## src/pmc_pkg.sv

```systemverilog
// Package for the processor mode control register block
package pmc_pkg;
   localparam int unsigned REG_W          = 16;
   localparam int unsigned ADDR_W         = 8;
   localparam logic [7:0]  MODE_REG_OFF   = 8'h00;
   localparam int unsigned PTR_HI         = 15;
   localparam int unsigned PTR_LO         = 7;
   localparam int unsigned PTR_W          = 9;
   localparam int unsigned ROM_SEL_BIT    = 6;
   localparam int unsigned OVERLAY_BIT    = 5;
   localparam int unsigned VIS_BIT        = 4;
   localparam int unsigned UPPER_MAP_BIT  = 3;
   localparam int unsigned CLK_OFF_BIT    = 2;
   localparam int unsigned MUL_SAT_BIT    = 1;
   localparam int unsigned ST_SAT_BIT     = 0;
   localparam logic [8:0]  PTR_RESET      = 9'h1ff;
   localparam logic [15:0] PAGE0_TOP      = 16'h007f;
   localparam logic [15:0] LOW_RAM_TOP    = 16'h7fff;
   localparam logic [15:0] UPPER_RAM_BASE = 16'h8000;
   localparam logic [15:0] ROM_BASE       = 16'hc000;
   localparam int unsigned VEC_SHIFT      = 2;
   localparam int unsigned CLK_DIV        = 2;

   typedef struct packed {
      logic [8:0] vector_page_pointer;
      logic       rom_map_select;
      logic       ram_overlay;
      logic       address_visibility;
      logic       upper_ram_data_map;
      logic       clock_output_off;
      logic       multiply_saturate;
      logic       store_saturate;
   } pmc_mode_t;

   typedef struct packed {
      logic       prog_rom_sel;
      logic       prog_ram_sel;
      logic       data_upper_sel;
   } pmc_decode_t;
endpackage

```

## src/pmc_clock_output_pin.sv

```systemverilog
// Clock output divider with a hold-high disable
`timescale 1ns/1ns
`default_nettype none
module pmc_clock_output_pin
   import pmc_pkg::*;
#(
   parameter int unsigned DIV = CLK_DIV
) (
   // Clock and reset
   input  wire logic clock,
   input  wire logic rst,
   // Control
   input  wire logic clock_output_off,
   // Pin
   output logic      clock_output_pin
);
   initial begin
      if (DIV < 2) $error("pmc_clock_output_pin: DIV must be at least 2");
   end

   logic [7:0] cnt;

   always_ff @(posedge clock) begin
      if (rst || cnt == 8'(DIV / 2 - 1)) begin
         cnt <= 8'h00;
      end else begin
         cnt <= cnt + 8'h01;
      end
   end

   // Holding high avoids a runt low pulse when the pin is stopped
   always_ff @(posedge clock) begin
      if (rst) begin
         clock_output_pin <= 1'b1;
      end else if (clock_output_off) begin
         clock_output_pin <= 1'b1;
      end else if (cnt == 8'(DIV / 2 - 1)) begin
         clock_output_pin <= ~clock_output_pin;
      end
   end
endmodule
`default_nettype wire

```

## src/pmc_mode_reg.sv

```systemverilog
// Processor mode control register with memory decode and pin control
//
// Overview of operation
// - Bits 15..7 hold a nine-bit pointer to the 128-word program page of the vectors.
// - Hardware reset sets the whole pointer to ones, so the reset vector sits at FF80h.
// - The software reset instruction leaves the pointer untouched.
// - Bit 6 at zero maps the on-chip ROM into program space, at one removes it.
// - Bit 6 is caught from the mode pin at hardware reset only, and software may change it.
// - Bit 5 at zero keeps dual-access RAM in data space only, at one also in program space.
// - Data page zero, 0h to 7Fh, never appears in program space even with overlay on.
// - Bit 4 at zero holds the address pins at the last address driven.
// - Bit 4 at one drives every internal program address with prog_valid high onto the address pins.
// - Bit 3 at one maps the upper four dual-access RAM blocks into data space.
// - Bit 2 at one stops the clock output pin and holds it high.
// - Bit 1 saturates the product before accumulate when overflow and fractional modes are on.
// - Bit 0 saturates accumulator data on store, after the store shift.
// - Each vector takes four words, so its address is page base plus four times its number.
`timescale 1ns/1ns
`default_nettype none
module pmc_mode_reg
   import pmc_pkg::*;
#(
   parameter int unsigned VEC_NUM_W = 5
) (
   // Clock and reset
   input  wire logic                clock,
   input  wire logic                rst,
   // Software reset instruction
   input  wire logic                soft_reset,
   // Mode pin, asynchronous
   input  wire logic                rom_select_pin,
   // Register port
   input  wire logic [ADDR_W-1:0]   reg_addr,
   input  wire logic [REG_W-1:0]    reg_wdata,
   input  wire logic                reg_write,
   input  wire logic                reg_read,
   output logic      [REG_W-1:0]    reg_rdata,
   // Vector request
   input  wire logic                vec_req,
   input  wire logic [VEC_NUM_W-1:0] vec_num,
   output logic      [15:0]         vec_addr,
   // Program and data address decode
   input  wire logic [15:0]         prog_addr,
   input  wire logic                prog_valid,
   input  wire logic [15:0]         data_addr,
   output pmc_decode_t              decode,
   // External address pins
   output logic      [15:0]         ext_addr,
   // Arithmetic controls
   input  wire logic                overflow_mode,
   input  wire logic                fractional_mode,
   output logic                     mac_saturate,
   output logic                     store_saturate_en,
   output logic                     store_sat_after_shift,
   // Mode register view and clock pin
   output pmc_mode_t                mode,
   output logic                     clock_output_pin
);
   initial begin
      if (VEC_NUM_W < 1 || VEC_NUM_W > 5) $error("pmc_mode_reg: VEC_NUM_W must be 1..5");
   end

   // Two-stage synchroniser for the mode pin
   logic pin_meta;
   logic pin_sync;
   logic rst_d;

   always_ff @(posedge clock) begin
      pin_meta <= rom_select_pin;
      pin_sync <= pin_meta;
   end

   always_ff @(posedge clock) begin
      rst_d <= rst;
   end

   function automatic logic [REG_W-1:0] pack_mode(input pmc_mode_t m);
      logic [REG_W-1:0] v;
      v = '0;
      v[PTR_HI:PTR_LO]  = m.vector_page_pointer;
      v[ROM_SEL_BIT]    = m.rom_map_select;
      v[OVERLAY_BIT]    = m.ram_overlay;
      v[VIS_BIT]        = m.address_visibility;
      v[UPPER_MAP_BIT]  = m.upper_ram_data_map;
      v[CLK_OFF_BIT]    = m.clock_output_off;
      v[MUL_SAT_BIT]    = m.multiply_saturate;
      v[ST_SAT_BIT]     = m.store_saturate;
      return v;
   endfunction

   logic write_hit;
   assign write_hit = reg_write && reg_addr == MODE_REG_OFF;

   // Pointer: only hardware reset forces ones
   always_ff @(posedge clock) begin
      if (rst) begin
         mode.vector_page_pointer <= PTR_RESET;
      end else if (write_hit) begin
         mode.vector_page_pointer <= reg_wdata[PTR_HI:PTR_LO];
      end
      // Software reset does not touch the pointer
   end

   // Mode pin captured on the first cycle after reset release
   always_ff @(posedge clock) begin
      if (rst) begin
         mode.rom_map_select <= 1'b0;
      end else if (rst_d) begin
         mode.rom_map_select <= pin_sync;
      end else if (write_hit) begin
         mode.rom_map_select <= reg_wdata[ROM_SEL_BIT];
      end
   end

   // Remaining control bits
   always_ff @(posedge clock) begin
      if (rst) begin
         mode.ram_overlay        <= 1'b0;
         mode.address_visibility <= 1'b0;
         mode.upper_ram_data_map <= 1'b0;
         mode.clock_output_off   <= 1'b0;
         mode.multiply_saturate  <= 1'b0;
         mode.store_saturate     <= 1'b0;
      end else if (write_hit) begin
         mode.ram_overlay        <= reg_wdata[OVERLAY_BIT];
         mode.address_visibility <= reg_wdata[VIS_BIT];
         mode.upper_ram_data_map <= reg_wdata[UPPER_MAP_BIT];
         mode.clock_output_off   <= reg_wdata[CLK_OFF_BIT];
         mode.multiply_saturate  <= reg_wdata[MUL_SAT_BIT];
         mode.store_saturate     <= reg_wdata[ST_SAT_BIT];
      end
   end

   // Read data valid only in the cycle after the strobe; unmapped reads zero
   always_ff @(posedge clock) begin
      if (rst) begin
         reg_rdata <= '0;
      end else if (reg_read && reg_addr == MODE_REG_OFF) begin
         reg_rdata <= pack_mode(mode);
      end else begin
         reg_rdata <= '0;
      end
   end

   // Vector address: page base plus four words per vector
   always_ff @(posedge clock) begin
      if (rst) begin
         vec_addr <= {PTR_RESET, 7'h00};
      end else if (vec_req) begin
         vec_addr <= {mode.vector_page_pointer, 7'h00}
                   | 16'({vec_num, 2'b00});
      end
   end

   // Memory decode, registered so outputs come from flops
   logic next_rom;
   logic next_ram;
   logic next_upper;

   always_comb begin
      next_rom   = !mode.rom_map_select && prog_addr >= ROM_BASE;
      next_ram   = mode.ram_overlay && prog_addr > PAGE0_TOP
                && prog_addr <= LOW_RAM_TOP;
      next_upper = mode.upper_ram_data_map && data_addr >= UPPER_RAM_BASE;
   end

   always_ff @(posedge clock) begin
      if (rst) begin
         decode <= '0;
      end else begin
         decode.prog_rom_sel   <= next_rom;
         decode.prog_ram_sel   <= next_ram;
         decode.data_upper_sel <= next_upper;
      end
   end

   // Address pins follow fetches only in visibility mode
   always_ff @(posedge clock) begin
      if (rst) begin
         ext_addr <= '0;
      end else if (mode.address_visibility && prog_valid) begin
         ext_addr <= prog_addr;
      end
      // Otherwise the pins keep the last address driven
   end

   // Saturation controls for the datapath
   always_ff @(posedge clock) begin
      if (rst) begin
         mac_saturate          <= 1'b0;
         store_saturate_en     <= 1'b0;
         store_sat_after_shift <= 1'b0;
      end else begin
         mac_saturate <= mode.multiply_saturate && overflow_mode
                      && fractional_mode;
         store_saturate_en     <= mode.store_saturate;
         // Tells the store path to saturate the shifted value, not the raw one
         store_sat_after_shift <= mode.store_saturate;
      end
   end

   pmc_clock_output_pin #(
      .DIV (CLK_DIV)
   ) u_clock_output_pin (
      .clock            (clock),
      .rst              (rst),
      .clock_output_off (mode.clock_output_off),
      .clock_output_pin (clock_output_pin)
   );

   logic unused_soft;
   assign unused_soft = soft_reset;
endmodule
`default_nettype wire

```

## config.mk

```make
export PLATFORM = sky130hd
export DESIGN_NAME = pmc_mode_reg
export DESIGN_NICKNAME = d
export VERILOG_FILES = /design/src/pmc_pkg.sv /design/src/pmc_clock_output_pin.sv /design/src/pmc_mode_reg.sv
export SDC_FILE = /design/constraint.sdc
export NUM_CORES = 1
export LEC_CHECK = 0
export BUFFER_PORTS_ARGS = -buffer_cell sky130_fd_sc_hd__buf_2
export CORE_MARGIN = 1.5
export CORE_UTILIZATION = 41
export DETAILED_ROUTE_END_ITERATION = 7
export GPL_TIMING_DRIVEN = 0
export PLACE_DENSITY = 0.8
export SYNTH_ARGS = -nofsm -noshare
export SYNTH_HDL_FRONTEND = slang
export SYNTH_HIERARCHICAL = 1
export SYNTH_SLANG_ARGS = --single-unit
```

## constraint.sdc

```tcl
create_clock -name clock -period 1.5 [get_ports clock]
set_input_delay 0.225 -clock clock [delete_from_list [all_inputs] [get_ports clock]]
set_output_delay 0.225 -clock clock [all_outputs]
set_load 0.005 [all_outputs]
```

==> flow_summary.yaml <==
synth:
  synth-xor-area-share_pct: 0.9284
  synthTopCellsByCount: "dfxtp_1 (79), nand2_1 (43), nor2_1 (30)"
  synth-simple-area-share_pct: 21.62
  synth-edff-count: 0
  synth_top_family_by_area: "simple AND/OR/NAND/NOR gates"
  synth-seq-cells: 79
  seq_area_frac_synth_pct: 55.88
  synthMuxAreaShare_pct: 8.532
  netlist.area_leader.share_pct: 55.88
  synth-async-reset-ratio_pct: 0
  synth-compound-area-share_pct: 7.825
  synthCells: 291
  synth_cell_types: 40
  synthesis.area_um2: 2830
  yosysMostFrequentCell: "dfxtp_1"
  ys.flop_type: "dfxtp_1"
  avgSynthCellArea_um2: 9.726
  ys_warn_count: 6
  synth_fa_ha_area_share_pct: 0.8842
  synth_area_leader_cell: "dfxtp_1"
  synth_area_leaders: "dfxtp_1 (56%), mux2i_1 (8.1%), nand2_1 (5.7%)"
sta:
  finalCritPeriodShare_pct: 92.08
  holdWs_ns: 0.09737
  finalSetupViolCount: 0
  rsz0062_at_grt: "no"
  worstMarginPinSlew_ns: 0.5414
  clock_skew_ns: 0.01073
  worst_slack_ns: 0.1189
  hold_viol: 0
  relSlewSlack_pct: 63.91
  max_freq_ghz: 0.7240
  fin_crit_ns: 1.381
  drv_slew: 0
grt:
  grt_overflow: 0
  grt_pass1_vias: 2322
  antenna_found_initial: 0
  grt_pass1_wl_um: 10290
  grt_max_degree: 15
  grt_use_total_pct: 17.72
layout:
  antenna_cells: 0
  nNetsFinal: 499
  design_area_um2: 3814
  drive_above_1_share_pct: 36.66
  syn2layout_area_growth_pct: 34.75
  fill_cells: 609
setup_path:
  critPathArrivalTime_ns: 1.64
  r2r_slack_ns: 0.19
  setup.worst_path.class: "in -> reg"
  reg2reg_depth: 5
  end_kind: "register"
  slowest_stage: "or4_4"
  startpoint: "reg_addr[5]"
  critPathLaunchType: "input pin"
  reg2reg_to: "ext_addr[0]"
  cp-endpoint: "mode[10]"
  r2r-start: "mode[4]"
  crit_chain: "buf_2, or4_4, buf_6, nor3_4, buf_6, mux2i_1"
  critical_path.most_common_cell: "buf_6"
  cp_max_fo: 10
  cpPeakStageDelay_ns: 0.53
  cp.required_ns: 1.76
power:
  p_int_mw: 3.205
  switching_share_pct: 21.69
  seq_power_share_pct: 51.9
  power_frac_comb_pct: 5.0
  total_leakage_power_nw: 1.706
  peakVddDrop_uv: 450.2
  power.density_nw_per_um2: 1073
  power.share.clock_pct: 43.2
  switchingPower_uw: 887.6
clock_tree:
  post_cts_buffers: 0
  clk_pin_slew_worst_paths_ns: 0.08
  cts_buffers: 9
  clkLatencyLatePin_ns: 0.34
  cts_tree: "yes"
  clockBufferDepth: 2
  cts.sink_count: 79
  cts_max_level: 3
  clock-root-buffer: "clkbuf_8"
drt:
  viasPerCell: 4.863
  vias: 2485
  finalWirelength_um: 6584
  route.detailed.drc: 0
  routedWlPerCell_um: 12.88
  ant_nets: 0
  firstDrtPassIters: 4
  first_iter_violations: 47
floorplan:
  core_area_um2: 6719
  io_pins: 142
  floorplan.die.height_um: 86.09
  design.die.area_um2: 7411
  start_util_pct: 42.12
  fp-row-count: 30
  die_w_um: 86.09
place:
  portBuffers: 122
  post_dp_cell_area_um2: 3545
  pre_cts_slack_ns: -0.3320
  hpwlAfterDp_um: 4972
  place_congestion: 0.7829
flow_run:
  drv_cap: 0
outcome:
  status: "complete, no violations"
hold_path:
  hold_class: "in -> reg"
final cells by class:
class | count | area [µm²] | share of cell area, %
Timing Repair Buffer | 123 | 620.6 | 16.27
Clock buffer | 10 | 137.6 | 3.609
Sequential cell | 79 | 1583 | 41.50
Inverter | 7 | 26.28 | 0.6890
Clock inverter | 6 | 92.59 | 2.428
Buffer | 17 | 96.34 | 2.526
Multi-Input combinational cell | 189 | 1157 | 30.35
Tap cell | 80 | 100.1 | 2.625
repair_timing:
| action | 4_1_cts | 5_1_grt |
|---|---|---|
| hold buffers | 1 | 0 |
| gates resized for setup | 1 | 6 |
| endpoints found under the setup margin | 10 | 29 |
| endpoints found under the hold margin | 1 | 0 |
worst min-delay path by stage:
stage / startpoint / depth (start not counted) / endpoint
floorplan: rom_select_pin / 0 / pin_meta
global placement: pin_meta / 0 / pin_sync
detailed placement: pin_meta / 0 / pin_sync
CTS: rst / 1 / rst_d
global route: rst / 1 / rst_d
finish: prog_addr[15] / 2 / decode[1]
power groups by stage:
stage / Combinational (mW) / Clock, mW / Sequential (mW)
after floorplan: 0.0789 / 0 / 2.17
after global placement: 0.192 / 0 / 2.17
after detailed placement: 0.196 / 0 / 2.17
after CTS: 0.199 / 1.80 / 2.12
after global routing: 0.223 / 1.90 / 2.13
final: 0.203 / 1.77 / 2.12
worst max-delay path, delay by kind of cell:
kind / cells / cell delay [ns]
and+or+nand+nor: 2 / 0.71
buffers and inverters: 3 / 0.48
muxes: 1 / 0.22
flip-flops by register name, indices dropped and copies added, names as in the netlist:
signal / count
ext_addr: 16
mode: 16
reg_rdata: 16
vec_addr: 14
u_clock_output_pin/cnt: 8
decode: 3
mac_saturate: 1
pin_meta: 1
pin_sync: 1
rst_d: 1
store_sat_after_shift: 1
u_clock_output_pin/clock_output_pin: 1
cells by family after synthesis:
| kind of cell | after synthesis |
|---|---|
| AND/OR/NAND/NOR | 120 |
| flip-flops | 79 |
| AO/OA/AOI/OAI | 38 |
| multiplexers | 24 |
| buffers and inverters | 24 |
| XOR/XNOR | 3 |
| adder cells (fa/ha/maj) | 2 |
| other | 1 |
stage by stage:
step	utilization (%)	TNS, ns	power (mW)	std cells
after floorplan	-	0	2.251	292
after global placement	52.76	-4.705	2.365	494
after detailed placement	52.76	-6.269	2.368	494
after CTS	56.35	0	4.124	511
after global routing	56.76	0	4.244	511
final	56.76	0	4.093	511
placed cells by master, fill, tap and decap left out, drive strengths merged, types with 3 or more instances in the layout:
| master | synthesis | final |
|---|---|---|
| nand4 | 6 | 6 |
| nand2 | 43 | 43 |
| o31ai | 4 | 4 |
| dfxtp | 79 | 79 |
| nor4 | 4 | 4 |
| nand3 | 4 | 4 |
| mux2i | 23 | 23 |
| o21ai | 4 | 4 |
| inv | 7 | 8 |
| buf | 8 | 130 |
| or3 | 3 | 3 |
| a21oi | 25 | 25 |
| nor2 | 30 | 30 |
| clkbuf | 9 | 19 |
| and2 | 17 | 17 |
metal layers:
metal	routed length, µm	part of all wire, %	GRT usage, %	up-vias
li1	-	-	-	1248
met1	2851	43	20.53	1141
met2	3235	49	30.85	89
met3	411	6.2	3.946	7
met4	85	1.3	8.651	0
met5	0	0	0	-
Power figures use the tool's default switching activity.
